[config.mk]
export PLATFORM = sky130hd
export DESIGN_NAME = dmb_mode_core
export DESIGN_NICKNAME = d
export VERILOG_FILES = /design/src/core/dmb_pkg.sv /design/src/core/dmb_cmd_sync.sv /design/src/core/dmb_col_order.sv /design/src/core/dmb_mode_core.sv
export SDC_FILE = /design/constraint.sdc
export NUM_CORES = 1
export LEC_CHECK = 0
export ABC_CLOCK_PERIOD_IN_PS = 4600
export BUFFER_PORTS_ARGS = -buffer_cell sky130_fd_sc_hd__buf_2
export CAP_MARGIN = 20
export CORE_ASPECT_RATIO = 1.75
export CORE_MARGIN = 2
export CORE_UTILIZATION = 56
export CTS_CLUSTER_DIAMETER = 30
export DETAILED_ROUTE_END_ITERATION = 12
export PLACE_DENSITY = 0.78
export SYNTH_ARGS = -nofsm -noshare
export SYNTH_HDL_FRONTEND = slang
export SYNTH_SLANG_ARGS = --single-unit
[constraint.sdc]
create_clock -name CLK_IN -period 4.6 [get_ports CLK_IN]
set_clock_uncertainty 0.05 [all_clocks]
set_input_delay 0.23 -clock CLK_IN [delete_from_list [all_inputs] [get_ports CLK_IN]]
set_output_delay 0.23 -clock CLK_IN [all_outputs]
set_load 0.005 [all_outputs]
[src/core/dmb_pkg.sv]
// Constants for the mode word decoder and burst column sequencer.
// Assumes a single 10 MHz clock domain; no import, use dmb_pkg::name.
package dmb_pkg;
  // ****************************************
  // Bus widths
  // ****************************************
  localparam int ADDR_W  = 13;
  localparam int BANK_W  = 2;
  localparam int COL_W   = 3;
  // ****************************************
  // Bank codes selecting a word
  // ****************************************
  localparam logic [1:0] BANK_MODE_WORD = 2'h0;
  localparam logic [1:0] BANK_EXT_ONE   = 2'h1;
  // ****************************************
  // Operating mode word field positions
  // ****************************************
  localparam int BL_LO  = 0;
  localparam int BL_HI  = 2;
  localparam int BT_BIT = 3;
  localparam int CL_LO  = 4;
  localparam int CL_HI  = 6;
  localparam int TM_BIT = 7;
  localparam int DR_BIT = 8;
  localparam int WR_LO  = 9;
  localparam int WR_HI  = 11;
  localparam int PD_BIT = 12;
  // ****************************************
  // Field codes
  // ****************************************
  localparam logic [2:0] BL_CODE_4 = 3'h2;
  localparam logic [2:0] BL_CODE_8 = 3'h3;
  localparam logic [2:0] CL_CODE_MIN = 3'h3;
  localparam logic [2:0] CL_CODE_MAX = 3'h6;
  localparam logic [2:0] WR_CODE_MIN = 3'h1;
  localparam logic [2:0] WR_CODE_MAX = 3'h5;
  localparam logic [2:0] WR_CODE_OFFSET = 3'h1;
  localparam logic [3:0] BEATS_4 = 4'h4;
  localparam logic [3:0] BEATS_8 = 4'h8;
  // ****************************************
  // First extended word fields
  // ****************************************
  localparam int EXT_DLL_DIS_BIT = 0;
  localparam int EXT_READ_STROBE_COPY_BIT    = 11;
  // ****************************************
  // Timing
  // ****************************************
  localparam int CLK_PERIOD_NS = 100;
  localparam int MRD_GAP_CYC   = 2;
  localparam logic [1:0] MRD_GAP = 2'(MRD_GAP_CYC);
  localparam int DLL_LOCK_CYC  = 200;
  localparam logic [7:0] DLL_LOCK = 8'(DLL_LOCK_CYC);
  // ****************************************
  // Load gap states
  // ****************************************
  typedef enum logic [1:0] {DMB_IDLE, DMB_GAP} dmb_gap_t;
endpackage : dmb_pkg

[src/core/dmb_cmd_sync.sv]
// Two-flop synchroniser for the command and address pins.
// Assumes pins change relative to CLK_IN only at command boundaries.
`timescale 1ns/1ps
`default_nettype none
module dmb_cmd_sync #(
  parameter int W = 20
) (
  input  wire logic         clk_in,
  input  wire logic         rst_n_in,
  input  wire logic [W-1:0] d_in,
  output logic      [W-1:0] q_out
);
  logic [W-1:0] meta_ff;
  // ****************************************
  // First stage read only by second stage
  // ****************************************
  always_ff @(posedge clk_in or negedge rst_n_in) begin
    if (!rst_n_in) begin
      meta_ff <= '0;
      q_out   <= '0;
    end else begin
      meta_ff <= d_in;
      q_out   <= meta_ff;
    end
  end
endmodule : dmb_cmd_sync
`default_nettype wire

[src/core/dmb_col_order.sv]
// Column offset generator for one burst beat.
// Assumes start offset and index are stable in the same cycle.
`timescale 1ns/1ps
`default_nettype none
module dmb_col_order (
  input  wire logic [2:0] start_in,
  input  wire logic [2:0] index_in,
  input  wire logic       interleave_in,
  input  wire logic       long_burst_in,
  output logic      [2:0] col_out
);
  logic [1:0] seq_lo;
  logic       hi_bit;
  // Sequential: wrap within group of four
  assign seq_lo = 2'(start_in[1:0] + index_in[1:0]);
  // Upper bit flips in second group, only in long bursts
  assign hi_bit = start_in[2] ^ (long_burst_in & index_in[2]);
  // Interleaved: index xor start; else nibble wrap
  always_comb begin
    if (interleave_in) begin
      col_out = start_in ^ {long_burst_in & index_in[2], index_in[1:0]};
    end else begin
      col_out = {hi_bit, seq_lo};
    end
  end
endmodule : dmb_col_order
`default_nettype wire

[src/core/dmb_mode_core.sv]
// Mode word decoder and burst column sequencer of the memory device.
// Assumes the controller keeps command spacing and precharge state.
`timescale 1ns/1ps
`default_nettype none
module dmb_mode_core (
  input  wire logic        CLK_IN,
  input  wire logic        RST_N_IN,
  input  wire logic        CKE_IN,
  input  wire logic        CS_N_IN,
  input  wire logic        RAS_N_IN,
  input  wire logic        CAS_N_IN,
  input  wire logic        WE_N_IN,
  input  wire logic [1:0]  BA_IN,
  input  wire logic [12:0] ADDR_IN,
  output logic      [3:0]  BURST_BEATS_OUT,
  output logic             INTERLEAVE_OUT,
  output logic      [2:0]  CAS_LATENCY_OUT,
  output logic      [2:0]  WRITE_RECOVERY_OUT,
  output logic             TEST_MODE_OUT,
  output logic             SLOW_EXIT_OUT,
  output logic             DLL_RESET_OUT,
  output logic             DLL_READY_OUT,
  output logic             MODE_VALID_OUT,
  output logic             EXT_VALID_OUT,
  output logic      [12:0] EXT_WORD_OUT,
  output logic             CFG_ERROR_OUT,
  output logic             GAP_BUSY_OUT,
  output logic             BURST_ACTIVE_OUT,
  output logic             BURST_WRITE_OUT,
  output logic      [2:0]  COLUMN_OFFSET_OUT,
  output logic             ILLEGAL_CMD_OUT
);
  // ****************************************
  // Pin synchronisation
  // ****************************************
  localparam int SYNC_W = 5 + dmb_pkg::BANK_W + dmb_pkg::ADDR_W;
  logic [SYNC_W-1:0] pins_raw;
  logic [SYNC_W-1:0] pins_sync;
  logic              cke;
  logic              cs_n;
  logic              ras_n;
  logic              cas_n;
  logic              we_n;
  logic [1:0]        ba;
  logic [12:0]       addr;

  // Pack pins for the synchroniser
  assign pins_raw = {CKE_IN, CS_N_IN, RAS_N_IN, CAS_N_IN, WE_N_IN, BA_IN, ADDR_IN};

  dmb_cmd_sync #(
    .W (SYNC_W)
  ) u_sync (
    .clk_in   (CLK_IN),
    .rst_n_in (RST_N_IN),
    .d_in     (pins_raw),
    .q_out    (pins_sync)
  );

  // Unpack synchronised pins
  assign {cke, cs_n, ras_n, cas_n, we_n, ba, addr} = pins_sync;

  // ****************************************
  // Command decode
  // ****************************************
  logic cmd_valid;
  logic cmd_load;
  logic cmd_read;
  logic cmd_write;
  logic cmd_term;
  logic load_mode;
  logic load_ext;

  // Command only counts with clock enabled and chip selected
  assign cmd_valid = cke & ~cs_n;
  assign cmd_load  = cmd_valid & ~ras_n & ~cas_n & ~we_n;
  assign cmd_read  = cmd_valid & ras_n & ~cas_n & we_n;
  assign cmd_write = cmd_valid & ras_n & ~cas_n & ~we_n;
  // Old stop encoding is only flagged as illegal inside a burst
  assign cmd_term  = cmd_valid & ras_n & cas_n & ~we_n;
  assign load_mode = cmd_load & (ba == dmb_pkg::BANK_MODE_WORD);
  assign load_ext  = cmd_load & (ba == dmb_pkg::BANK_EXT_ONE);

  // ****************************************
  // Staged mode word and gap
  // ****************************************
  logic [12:0]       staged_ff;
  logic              staged_pend_ff;
  logic [12:0]       mode_ff;
  logic              mode_valid_ff;
  logic [12:0]       ext_ff;
  logic              ext_valid_ff;
  logic [1:0]        gap_cnt_ff;
  dmb_pkg::dmb_gap_t gap_state_ff;

  // Capture written word, hold it back during gap
  always_ff @(posedge CLK_IN or negedge RST_N_IN) begin
    if (!RST_N_IN) begin
      staged_ff      <= '0;
      staged_pend_ff <= 1'b0;
    end else if (load_mode) begin
      staged_ff      <= addr;
      staged_pend_ff <= 1'b1;
    end else if (gap_state_ff == dmb_pkg::DMB_GAP && gap_cnt_ff == 2'h1) begin
      staged_pend_ff <= 1'b0;
    end
  end

  // Gap counter after a mode or first extended word load
  always_ff @(posedge CLK_IN or negedge RST_N_IN) begin
    if (!RST_N_IN) begin
      gap_state_ff <= dmb_pkg::DMB_IDLE;
      gap_cnt_ff   <= '0;
    end else begin
      case (gap_state_ff)
        dmb_pkg::DMB_IDLE: begin
          if (load_mode | load_ext) begin
            gap_state_ff <= dmb_pkg::DMB_GAP;
            gap_cnt_ff   <= dmb_pkg::MRD_GAP;
          end
        end
        dmb_pkg::DMB_GAP: begin
          if (load_mode | load_ext) begin
            gap_cnt_ff <= dmb_pkg::MRD_GAP;
          end else if (gap_cnt_ff == 2'h1) begin
            gap_state_ff <= dmb_pkg::DMB_IDLE;
            gap_cnt_ff   <= '0;
          end else begin
            gap_cnt_ff <= 2'(gap_cnt_ff - 2'h1);
          end
        end
        default: begin
          gap_state_ff <= dmb_pkg::DMB_IDLE;
          gap_cnt_ff   <= '0;
        end
      endcase
    end
  end

  // Apply staged word once gap has elapsed
  always_ff @(posedge CLK_IN or negedge RST_N_IN) begin
    if (!RST_N_IN) begin
      mode_ff       <= '0;
      mode_valid_ff <= 1'b0;
    end else if (staged_pend_ff && gap_state_ff == dmb_pkg::DMB_GAP && gap_cnt_ff == 2'h1 && !load_mode) begin
      mode_ff       <= staged_ff;
      mode_valid_ff <= 1'b1;
    end
  end

  // First extended word, kept whole for other blocks
  always_ff @(posedge CLK_IN or negedge RST_N_IN) begin
    if (!RST_N_IN) begin
      ext_ff       <= '0;
      ext_valid_ff <= 1'b0;
    end else if (load_ext) begin
      ext_ff       <= addr;
      ext_valid_ff <= 1'b1;
    end
  end

  // ****************************************
  // Field decode
  // ****************************************
  logic [2:0] bl_code;
  logic [2:0] cl_code;
  logic [2:0] wr_code;
  logic       bl_ok;
  logic       cl_ok;
  logic       wr_ok;

  assign bl_code = mode_ff[dmb_pkg::BL_HI:dmb_pkg::BL_LO];
  assign cl_code = mode_ff[dmb_pkg::CL_HI:dmb_pkg::CL_LO];
  assign wr_code = mode_ff[dmb_pkg::WR_HI:dmb_pkg::WR_LO];
  assign bl_ok   = (bl_code == dmb_pkg::BL_CODE_4) | (bl_code == dmb_pkg::BL_CODE_8);
  // Integer codes only; latency equals code
  assign cl_ok   = (cl_code >= dmb_pkg::CL_CODE_MIN) & (cl_code <= dmb_pkg::CL_CODE_MAX);
  assign wr_ok   = (wr_code >= dmb_pkg::WR_CODE_MIN) & (wr_code <= dmb_pkg::WR_CODE_MAX);

  // ****************************************
  // Field output timing
  // ****************************************
  // The decoded fields leave through one register
  // stage, so the valid flag rides that same stage.
  // An observer then never sees the valid flag high
  // beside the fields of the previous word.
  // The burst beat count idles at four out of reset,
  // the same as a cleared word decodes to, so the
  // output never shows a count the device lacks.
  // Reserved codes still decode to a known value:
  // four beats, zero latency, zero recovery, plus the
  // configuration error flag for the controller.
  // The test bit is passed on as written; keeping it
  // clear is the controller's duty, not ours.

  // Registered field outputs
  always_ff @(posedge CLK_IN or negedge RST_N_IN) begin
    if (!RST_N_IN) begin
      BURST_BEATS_OUT    <= dmb_pkg::BEATS_4;
      MODE_VALID_OUT     <= 1'b0;
      INTERLEAVE_OUT     <= 1'b0;
      CAS_LATENCY_OUT    <= '0;
      WRITE_RECOVERY_OUT <= '0;
      TEST_MODE_OUT      <= 1'b0;
      SLOW_EXIT_OUT      <= 1'b0;
      CFG_ERROR_OUT      <= 1'b0;
    end else begin
      BURST_BEATS_OUT    <= (bl_code == dmb_pkg::BL_CODE_8) ? dmb_pkg::BEATS_8 : dmb_pkg::BEATS_4;
      INTERLEAVE_OUT     <= mode_ff[dmb_pkg::BT_BIT];
      CAS_LATENCY_OUT    <= cl_ok ? cl_code : '0;
      WRITE_RECOVERY_OUT <= wr_ok ? 3'(wr_code + dmb_pkg::WR_CODE_OFFSET) : '0;
      TEST_MODE_OUT      <= mode_ff[dmb_pkg::TM_BIT];
      SLOW_EXIT_OUT      <= mode_ff[dmb_pkg::PD_BIT];
      CFG_ERROR_OUT      <= mode_valid_ff & ~(bl_ok & cl_ok & wr_ok);
      MODE_VALID_OUT     <= mode_valid_ff;
    end
  end

  // ****************************************
  // Loop reset and lock wait
  // ****************************************
  logic [7:0] lock_cnt_ff;
  logic       dll_reset_ff;

  // Pulse reset when written bit eight is set
  always_ff @(posedge CLK_IN or negedge RST_N_IN) begin
    if (!RST_N_IN) begin
      dll_reset_ff <= 1'b0;
      lock_cnt_ff  <= '0;
    end else begin
      dll_reset_ff <= load_mode & addr[dmb_pkg::DR_BIT];
      if (load_mode & addr[dmb_pkg::DR_BIT]) begin
        lock_cnt_ff <= dmb_pkg::DLL_LOCK;
      end else if (lock_cnt_ff != '0) begin
        lock_cnt_ff <= 8'(lock_cnt_ff - 8'h01);
      end
    end
  end

  assign DLL_RESET_OUT = dll_reset_ff;
  // Ready once enabled and lock time spent
  assign DLL_READY_OUT = ext_valid_ff & ~ext_ff[dmb_pkg::EXT_DLL_DIS_BIT] & (lock_cnt_ff == '0);

  // ****************************************
  // Burst sequencer
  // ****************************************
  // One beat per clock; the offset output trails the
  // beat index by one register stage.
  // A read or write of either type on the last beat
  // chains the next burst with no idle beat between them.
  // Forbidden cuts are flagged; a forbidden read,
  // write or stop is ignored, so the running burst
  // completes its full length unless a legal
  // same-type cut in a long burst restarts it, but a
  // flagged mode or extended word load still applies.
  logic       burst_act_ff;
  logic       burst_wr_ff;
  logic [2:0] start_ff;
  logic [2:0] index_ff;
  logic       long_burst;
  logic [2:0] last_index;
  logic       interrupt_ok;
  logic       col_cmd;
  logic [2:0] col_next;
  logic       illegal_ff;

  assign long_burst   = (BURST_BEATS_OUT == dmb_pkg::BEATS_8);
  assign last_index   = long_burst ? 3'h7 : 3'h3;
  assign col_cmd      = cmd_read | cmd_write;
  // Same type may cut in only in long bursts
  assign interrupt_ok = long_burst & (cmd_write == burst_wr_ff);

  // Start, advance and chain bursts
  always_ff @(posedge CLK_IN or negedge RST_N_IN) begin
    if (!RST_N_IN) begin
      burst_act_ff <= 1'b0;
      burst_wr_ff  <= 1'b0;
      start_ff     <= '0;
      index_ff     <= '0;
    end else if (col_cmd && (!burst_act_ff || index_ff == last_index || interrupt_ok)) begin
      burst_act_ff <= 1'b1;
      burst_wr_ff  <= cmd_write;
      start_ff     <= long_burst ? addr[2:0] : {1'b0, addr[1:0]};
      index_ff     <= '0;
    end else if (burst_act_ff) begin
      if (index_ff == last_index) begin
        burst_act_ff <= 1'b0;
        index_ff     <= '0;
      end else begin
        index_ff <= 3'(index_ff + 3'h1);
      end
    end
  end

  // Flag commands that cut a burst illegally
  always_ff @(posedge CLK_IN or negedge RST_N_IN) begin
    if (!RST_N_IN) begin
      illegal_ff <= 1'b0;
    end else begin
      illegal_ff <= burst_act_ff & (index_ff != last_index) & ((col_cmd & ~interrupt_ok) | cmd_term | cmd_load);
    end
  end

  dmb_col_order u_order (
    .start_in      (start_ff),
    .index_in      (index_ff),
    .interleave_in (INTERLEAVE_OUT),
    .long_burst_in (long_burst),
    .col_out       (col_next)
  );

  // Registered column offset
  always_ff @(posedge CLK_IN or negedge RST_N_IN) begin
    if (!RST_N_IN) begin
      COLUMN_OFFSET_OUT <= '0;
    end else begin
      COLUMN_OFFSET_OUT <= col_next;
    end
  end

  assign BURST_ACTIVE_OUT = burst_act_ff;
  assign BURST_WRITE_OUT  = burst_wr_ff;
  assign ILLEGAL_CMD_OUT  = illegal_ff;
  assign EXT_VALID_OUT    = ext_valid_ff;
  assign EXT_WORD_OUT     = ext_ff;
  assign GAP_BUSY_OUT     = (gap_state_ff == dmb_pkg::DMB_GAP);
endmodule : dmb_mode_core
`default_nettype wire

Word level (Yosys, flattened, before mapping)
Index checks and enable logic that the tools add are counted.
- register bits: 122
- input bits: 22
- output and inout bits: 38
- add/sub/neg operators: 5
- magnitude comparators: 4
- equal/unequal tests: 12
- muxes and demuxes: 24
- bitwise operators: 39
- reduce and logical (&&, ||, !) cells: 17
- operator list (cell ; count):
    bitwise AND 1 bit ; 25
    two-way mux 3 bit ; 8
    two-way mux 8 bit ; 2
    two-way mux 2 bit ; 6
    logical NOT 8 bit ; 1
    one-hot mux 2 bit (2 select lines) ; 2
    nonzero test 8 bit ; 1
    subtractor 8 x 1 -> 8 bit (second input constant) ; 1
    NOT 1 bit ; 7
    adder 3 x 1 -> 3 bit (second input constant) ; 2
    == test 2 x 1 -> 1 bit (second input constant) ; 3
    == test 3 x 2 -> 1 bit (second input constant) ; 2
    <= comparator 3 bit (second input constant) ; 2
    nonzero test 2 bit ; 3
    logical AND 1 bit ; 5
    two-way mux 1 bit ; 5
    OR 1 bit ; 5
    == test 4 bit (second input constant) ; 1
    logical NOT 2 bit ; 2
    two-way mux 4 bit ; 1
    != test 2 bit (second input constant) ; 2
    == test 3 bit ; 1
    >= comparator 3 x 1 -> 1 bit (second input constant) ; 1
    >= comparator 3 x 2 -> 1 bit (second input constant) ; 1
    other kinds (10) ; 12

Longest topological paths before layout
Gate-level depths: netlist of the first run.
- word-level depth: 12
- mapped depth: 6
- mapped depth without buffers: 6

Modules after synthesis
Synthesis of the first run repeated with hierarchy kept, for this count alone.
- cells, all modules: 292
- area, all modules: 4275.4 um2
- modules (own cells, without submodules) (module ; times used ; cells an instance ; area an instance (um2) ; seq. area each (um2)):
    dmb_mode_core ; 1 ; 245 ; 3221.8 ; 1928.1
    dmb_cmd_sync ; 1 ; 40 ; 1001.0 ; 1001.0
    dmb_col_order ; 1 ; 7 ; 52.6 ; 0.0

Worst setup path after synthesis of the first run
Ideal clock, no wire load.
- path type: flip-flop to flip-flop
- start: register BURST_BEATS_OUT[3]
- end: register start_ff[0]
- arrival: 1.583 ns
- required time: 4.425 ns
- setup slack: 2.842 ns
- stages on the path, launching flop included: 6
- period minus slack after synthesis: 1.758 ns
- path through: dfrtp_1 -> nor2b_1 -> ha_1 -> nand2b_1 -> a31o_2 -> mux2_2
- cells in the longest elaborated chain, start to end: 6
- elaborated cells between the ends (all ways): 7
- RTL lines (item ; RTL line ; text):
    start: declaration ; dmb_mode_core.sv:15 ; output logic [3:0] BURST_BEATS_OUT,
    start signal: assignment ; dmb_mode_core.sv:198 ; BURST_BEATS_OUT <= dmb_pkg::BEATS_4;
    start signal: assignment ; dmb_mode_core.sv:207 ; BURST_BEATS_OUT <= (bl_code == dmb_pkg::BL_CODE_8) ? dmb_pkg::BEATS_8 : dmb_pkg::BEATS_4;
    == test 4 bit (*) ; dmb_mode_core.sv:266 ; assign long_burst = (BURST_BEATS_OUT == dmb_pkg::BEATS_8);
    two-way mux 3 bit ; dmb_mode_core.sv:267 ; assign last_index = long_burst ? 3'h7 : 3'h3;
    == test 3 bit ; dmb_mode_core.sv:279 ; end else if (col_cmd && (!burst_act_ff || index_ff == last_index || interrupt_ok)) begin
    logical OR 1 bit ; dmb_mode_core.sv:279 ;
    logical OR 1 bit (*) ; dmb_mode_core.sv:279 ;
    logical AND 1 bit (*) ; dmb_mode_core.sv:279 ;
    end signal: assignment ; dmb_mode_core.sv:282 ; start_ff <= long_burst ? addr[2:0] : {1'b0, addr[1:0]};
    end: declaration ; dmb_mode_core.sv:257 ; logic [2:0] start_ff;
Mark *: on every way between the ends. The rest lies on a longest branch, timed or not.
A chain may end at the register's enable or synchronous reset.

Final worst setup path of the first run
- start: register lock_cnt_ff[0]
- end: output DLL_READY_OUT
- cells in the longest elaborated chain, start to end: 2
- RTL lines (item ; RTL line ; text):
    start: declaration ; dmb_mode_core.sv:221 ; logic [7:0] lock_cnt_ff;
    start signal: assignment ; dmb_mode_core.sv:232 ; lock_cnt_ff <= dmb_pkg::DLL_LOCK;
    start signal: assignment ; dmb_mode_core.sv:234 ; lock_cnt_ff <= 8'(lock_cnt_ff - 8'h01);
    logical NOT 8 bit ; dmb_mode_core.sv:241 ; assign DLL_READY_OUT = ext_valid_ff & ~ext_ff[dmb_pkg::EXT_DLL_DIS_BIT] & (lock_cnt_ff == '0);
    bitwise AND 1 bit ; dmb_mode_core.sv:241 ;
    end: declaration ; dmb_mode_core.sv:22 ; output logic DLL_READY_OUT,
Every way passes these cells.

==> flow_metrics.env, run 1 <==
export IMPL_grt_usage_pct=21.4
export IMPL_met1_length_um=2880
export IMPL_cp_end_kind="primary output"
export IMPL_synthCells=284
export IMPL_fin_crit_ns=2.36
export IMPL_cts_root_buffer_cell="clkbuf_16"
export IMPL_grt_max_degree=83
export IMPL_swShare_pct=24.6
export IMPL_post_dp_hpwl_um=4630
export IMPL_yosysUniqueCellTypes=43
export IMPL_place_area_um2=4570
export IMPL_reg2regPathDepth=4
export IMPL_setup_violations=0
export IMPL_post_cts_buffers=0
export IMPL_avgSynthCellArea_um2=14.8
export IMPL_fin_nets=407
export IMPL_drive_above_1_share_pct=33.3
export IMPL_crit_fanout=6
export IMPL_dr_first_iter_drc_count=116
export IMPL_worst_hold_path_type="input pin to async pin"
export IMPL_yosys_warnings=0
export IMPL_grt_pass1_vias=2747
export IMPL_maxCapViolCount=0
export IMPL_cts_buffers=17
export IMPL_insertion_delay_ns=0.41
export IMPL_overflow=0
export IMPL_async_flop_share_pct=100
export IMPL_path_class="register to primary output"
export IMPL_critPathLaunchType="register"
export IMPL_period_share_pct=51.2
export IMPL_cts_buffer_depth=2
export IMPL_power_frac_seq_pct=44.2
export IMPL_hold_viol_final=0
export IMPL_htreeDepth=4
export IMPL_synth_top_cell_by_area="dfrtp_1"
export IMPL_rsz0062_at_grt="false"
export IMPL_grt_pass1_wl_um=13100
export IMPL_pre_cts_slack_ns=2.35
export IMPL_yosys_top_cells_area="dfrtp_1 69%, mux2_2 10%, ha_1 2.4%"
export IMPL_final_cell_mix="116 x dfrtp_1, 56 x buf_2, 39 x mux2_2, 21 x dlygate4sd3_1, 17 x clkbuf_16"
export IMPL_ys_seq_area_share_pct=69.6
export IMPL_clock_fmax_mhz=424
export IMPL_area_growth_pct=27.8
export IMPL_ant_nets=0
export IMPL_cp_data_required_time_ns=4.32
export IMPL_wire_per_inst_um=16.4
export IMPL_met3_length_um=257
export IMPL_maxUsedRoutingLayer="met4"
export IMPL_vias_per_cell=5.22
export IMPL_port_buffers=57
export IMPL_met2_length_um=4570
export IMPL_worstPathArrival_ns=2.08
export IMPL_core_area_um2=7230
export IMPL_clkSinkCount=117
export IMPL_io_pins=60
export IMPL_rows=41
export IMPL_die_area_um2=8260
export IMPL_pwr_share_clk_pct=42.4
export IMPL_finalInstanceArea_um2=5380
export IMPL_antenna_cells=0
export IMPL_antenna_found_initial=0
export IMPL_start_util_pct=58.2
export IMPL_hold_slack_ns=0.140
export IMPL_drtPass1Iterations=4
export IMPL_setup_tns_ns=0
export IMPL_synth_edf_count=0
export IMPL_relSlewSlack_pct=47.0
export IMPL_outcome="completed"
export IMPL_path_clk_slew_ns=0.05
export IMPL_ys_flop_type="dfrtp_1"
export IMPL_die_y_um=119
export IMPL_synth_top_cell_area_share_pct=68.9
export IMPL_place_congestion=0.760
export IMPL_ys_ff_latch=117
export IMPL_cts_resized=0
export IMPL_worst_slew_pin_slew_ns=0.794
export IMPL_drv_slew=0
export IMPL_dieWidth_um=69.5
export IMPL_wl_um=7820
export IMPL_cts_tree="done"
export IMPL_p_leak_nw=2.72
export IMPL_drc=0
export IMPL_power_density_nw_per_um2=556
export IMPL_hold_buffers=21
export IMPL_fin_ws_ns=2.24
export IMPL_syn_area_um2=4210
export IMPL_p_switching_w=0.000737
export IMPL_combPwrFrac_pct=13.4
export IMPL_internal_power_w=0.00225
export IMPL_via_count=2483
export IMPL_ir_drop_uv=332
export IMPL_layout_commonest_cell="dfrtp_1"
worst max-delay path, cell delays in order (launching register included):
cell and delay (ns):
dfrtp_1 0.41, inv_1 0.09, ha_1 0.16, nor2b_1 0.39, nand3b_1 0.26, nor3b_1 0.23
buf_2 0.14
layer usage:
layer  up-vias  GRT usage (%)
met1      1273           21.4
li1       1151              -
met3         9           7.16
met2        50           39.2
met5         -              0
met4         0           9.56
final timing paths:
kind / startpoint / end / slack [ns]
max: lock_cnt_ff[0] / DLL_READY_OUT / 2.24
min: RST_N_IN / BURST_ACTIVE_OUT / 0.14
max reg2reg: u_sync.q_out[19] / mode_ff[3] / 2.35
min reg2reg: u_sync.meta_ff[0] / u_sync.q_out[0] / 0.29
max in group asynchronous: RST_N_IN / EXT_WORD_OUT[1] / 3.30
min in group CLK_IN: u_sync.meta_ff[0] / u_sync.q_out[0] / 0.29
power groups by stage:
stage	Combinational (W)	Clock [W]	Sequential, W
2_1_floorplan	0.000265	0	0.00130
3_3_place_gp	0.000363	0	0.00132
3_5_place_dp	0.000381	0	0.00133
4_1_cts	0.000404	0.00129	0.00132
5_1_grt	0.000452	0.00134	0.00134
6_report	0.000401	0.00127	0.00132
area by class of cell:
type,instances,area [um^2]
flip-flops and latches,117,2930
fillers,458,1850
multi-input cells,150,1190
repair buffers,80,533
clock buffers,28,507
well taps,86,108
clock inverters,4,70.1
inverters,11,41.3
stage by stage:
stage / total power [W] / util (%) / cells
floorplan: 0.00157 / - / 285
global placement: 0.00169 / 63.1 / 422
detailed placement: 0.00172 / 63.1 / 422
CTS: 0.00301 / 74.0 / 475
global route: 0.00313 / 74.4 / 476
finish: 0.00299 / 74.4 / 476
cells by family (layout without fill, tap and decap cells):
| group | after synthesis | after routing | share of synthesized area [%] |
|---|---|---|---|
| xor+xnor | 11 | 11 | 2.29 |
| simple gates | 65 | 65 | 8.62 |
| fa+ha+maj | 8 | 8 | 2.38 |
| compound gates | 22 | 22 | 3.71 |
| other cells | 1 | 2 | 0.0891 |
| buf+inv | 18 | 123 | 2.20 |
| mux | 42 | 42 | 11.1 |
| flops | 117 | 117 | 69.6 |
state kept, by name, indices dropped and copies added (netlist names), 2 cells and up:
signal              cells
BURST_BEATS_OUT         2
CAS_LATENCY_OUT         3
COLUMN_OFFSET_OUT       3
EXT_WORD_OUT           13
WRITE_RECOVERY_OUT      3
gap_cnt_ff              2
index_ff                3
lock_cnt_ff             8
mode_ff                12
staged_ff              12
start_ff                3
u_sync.meta_ff         20
u_sync.q_out           20
cell usage after synthesis, types with 2 or more instances:
cell type,number
nand3_1,5
mux2_2,39
or3_1,3
nor3_1,2
dfrtp_1,116
nand2b_1,3
nand2_1,16
buf_2,2
inv_1,11
and2_1,3
nor2_1,15
xnor2_1,6
a21o_1,2
xor2_1,5
nand3b_1,3
and4b_1,2
mux2i_1,3
buf_6,2
o21ai_0,4
nor2b_1,4
ha_1,8
a211oi_1,4
buf_4,2
a21oi_1,5
No activity file was read; power rests on OpenSTA's default activity.
==> run 2: changes to the inputs <==
ABC_AREA = 1   (was not set)
ABC_CLOCK_PERIOD_IN_PS = 2150   (was 4600)
CORE_UTILIZATION = 51   (was 56)
PLACE_DENSITY = 0.75   (was 0.78)
clock period = 2.15 ns   (was 4.6 ns; I/O delays follow)
==> run 2 against run 1 <==
Net effect:
- critical path type unchanged
- flip-flop and latch count is the same
- hold slack better by 0.086 ns
- highest routed layer unchanged
- synthesized cell count is 38% higher
==> flow_metrics.env, run 2 <==
export IMPL_drv_slew=0
export IMPL_synth_edf_count=0
export IMPL_yosysUniqueCellTypes=30
export IMPL_final_cell_mix="116 x dfrtp_1, 79 x nand2_1, 59 x inv_1, 56 x buf_2, 23 x nand3_1"
export IMPL_rows=44
export IMPL_place_area_um2=4760
export IMPL_worstPathArrival_ns=1.82
export IMPL_drtPass1Iterations=4
export IMPL_cts_buffers=17
export IMPL_drc=0
export IMPL_clock_fmax_mhz=506
export IMPL_synth_top_cell_area_share_pct=66.4
export IMPL_maxCapViolCount=0
export IMPL_worst_hold_path_type="input pin to async pin"
export IMPL_cts_root_buffer_cell="clkbuf_16"
export IMPL_insertion_delay_ns=0.41
export IMPL_fin_ws_ns=0.174
export IMPL_io_pins=60
export IMPL_finalInstanceArea_um2=5580
export IMPL_synth_commonest_cells="116 x dfrtp_1, 79 x nand2_1, 59 x inv_1, 23 x nand3_1, 21 x nor2_1"
export IMPL_drive_above_1_share_pct=25.1
export IMPL_fin_crit_ns=1.98
export IMPL_wire_per_inst_um=13.2
export IMPL_worst_slew_pin_slew_ns=0.660
export IMPL_die_y_um=126
export IMPL_rsz0062_at_grt="false"
export IMPL_ys_flop_type="dfrtp_1"
export IMPL_syn_area_um2=4370
export IMPL_yosysMostFrequentCell="dfrtp_1"
export IMPL_synth_top_cell_by_area="dfrtp_1"
export IMPL_ir_drop_uv=684
export IMPL_core_area_um2=8310
export IMPL_crit_chain="inv_1, ha_1, nand3_1, nor3_2, inv_1, nor3_1, buf_2"
export IMPL_dr_first_iter_drc_count=184
export IMPL_relSlewSlack_pct=56.0
export IMPL_avgSynthCellArea_um2=11.1
export IMPL_htreeDepth=4
export IMPL_die_area_um2=9360
export IMPL_grt_max_degree=54
export IMPL_fillers=625
export IMPL_yosys_warnings=0
export IMPL_crit_fanout=6
export IMPL_crit_top_cell="inv_1"
export IMPL_async_flop_share_pct=100
export IMPL_ys_ff_latch=117
export IMPL_post_cts_buffers=0
export IMPL_setup_tns_ns=0
export IMPL_via_count=2903
export IMPL_ant_nets=0
export IMPL_path_class="register to primary output"
export IMPL_grt_pass1_vias=3106
export IMPL_clkSinkCount=117
export IMPL_cp_end_kind="primary output"
export IMPL_antenna_cells=0
export IMPL_yosys_top_cells_area="dfrtp_1 66%, nand2_1 6.8%, inv_1 5.1%"
export IMPL_place_congestion=0.934
export IMPL_critPathLaunchType="register"
export IMPL_layout_commonest_cell="dfrtp_1"
export IMPL_path_clk_slew_ns=0.05
export IMPL_setup_violations=0
export IMPL_grt_usage_pct=20.0
export IMPL_vias_per_cell=4.74
export IMPL_fin_nets=515
export IMPL_crit_family="simple AND/OR/NAND/NOR gates"
export IMPL_post_dp_hpwl_um=5120
export IMPL_antenna_found_initial=0
export IMPL_dieWidth_um=74.0
export IMPL_cp_data_required_time_ns=1.99
export IMPL_slowest_delay_ns=0.36
export IMPL_period_share_pct=91.9
export IMPL_start_util_pct=52.6
export IMPL_area_growth_pct=27.7
export IMPL_ys_seq_area_share_pct=67.0
export IMPL_p_leak_nw=2.98
export IMPL_hold_viol_final=0
export IMPL_cts_tree="done"
export IMPL_synthCells=393
export IMPL_port_buffers=57
export IMPL_pre_cts_slack_ns=0.309
export IMPL_hold_slack_ns=0.227
export IMPL_grt_pass1_wl_um=13800
export IMPL_path_buf_inv=3
export IMPL_power_density_nw_per_um2=1240
export IMPL_outcome="completed"
export IMPL_overflow=0
export IMPL_cts_buffer_depth=2
export IMPL_wl_um=8120
export IMPL_crit_slowest_cell="dfrtp_1"
## run 2: cell types whose count changed after synthesis, sizes merged, moves of 4 or more
cell    delta
nand2     +70
mux2      -39
a211oi     -4
xnor2      -5
a21oi      +5
o21ai     +27
nor3       +5
nor2b      -4
inv       +49
nor2      +10
nand3     +18
## run 2: final cells by class
class	count	area, um^2	share of cell area, %
Clock buffer	24	512	9.17
Clock inverter	8	95.1	1.70
Inverter	60	225	4.03
Multi-Input combinational cell	208	1140	20.5
Sequential cell	117	2930	52.5
Tap cell	115	144	2.58
Timing Repair Buffer	81	533	9.55
## run 2: metal layers
layer	global-route usage (%)	wire length, um
met1	22.2	3130
met2	33.5	4420
met3	6.27	350
met4	10.2	219
met5	0	0
## run 2: power breakdown
part / total (W) / internal (W) / switching, W
Sequential: 0.00288 / 0.00263 / 0.000248
Clock: 0.00280 / 0.00188 / 0.000922
Combinational: 0.00127 / 0.000524 / 0.000747
Total: 0.00695 / 0.00503 / 0.00192
## run 2: kinds of logic (layout without fill, tap and decap cells)
kind of cell / count (synthesis) / in the layout / share of synthesized area (%)
flops: 117 / 117 / 67.0
fa+ha+maj: 8 / 8 / 2.29
simple gates: 144 / 144 / 15.0
buf+inv: 69 / 173 / 7.01
other cells: 1 / 2 / 0.0858
xor+xnor: 9 / 9 / 1.80
compound gates: 45 / 45 / 6.81
## run 2: final timing paths
kind	from	end	slack (ns)	cells past startpoint
setup / recovery	lock_cnt_ff[0]	DLL_READY_OUT	0.17	7
hold / removal	RST_N_IN	u_sync.meta_ff[15]	0.23	2
setup reg to reg	BURST_BEATS_OUT[2]	index_ff[1]	0.27	10
hold reg to reg	u_sync.meta_ff[19]	u_sync.q_out[19]	0.29	0
max in group asynchronous	RST_N_IN	start_ff[0]	1.13	3
min in group CLK_IN	ADDR_IN[4]	u_sync.meta_ff[4]	0.29	2
## run 2: through the flow
step                      util, %  power (W)  cells
after floorplan                 -    0.00370    394
after global placement       57.3    0.00403    560
after detailed placement     57.3    0.00412    560
after CTS                    67.1    0.00699    613
after global routing         67.2    0.00734    613
final                        67.2    0.00695    613
## run 2: repair_timing
item | 4_1_cts | 5_1_grt
endpoints found under the hold margin | 69 | 0
endpoints found under the setup margin | 0 | 1
resized for setup | 0 | 1
hold buffers | 21 | 0
## run 2: worst register-to-register path, stage by stage (launching register included)
cell and delay [ns]:
dfstp_2 0.55, nor2_1 0.08, ha_1 0.28, nor2_1 0.19, inv_1 0.06, nand2_1 0.07
inv_1 0.06, nand2_1 0.17, nand2_2 0.13, nand2_1 0.09, nand2_1 0.05
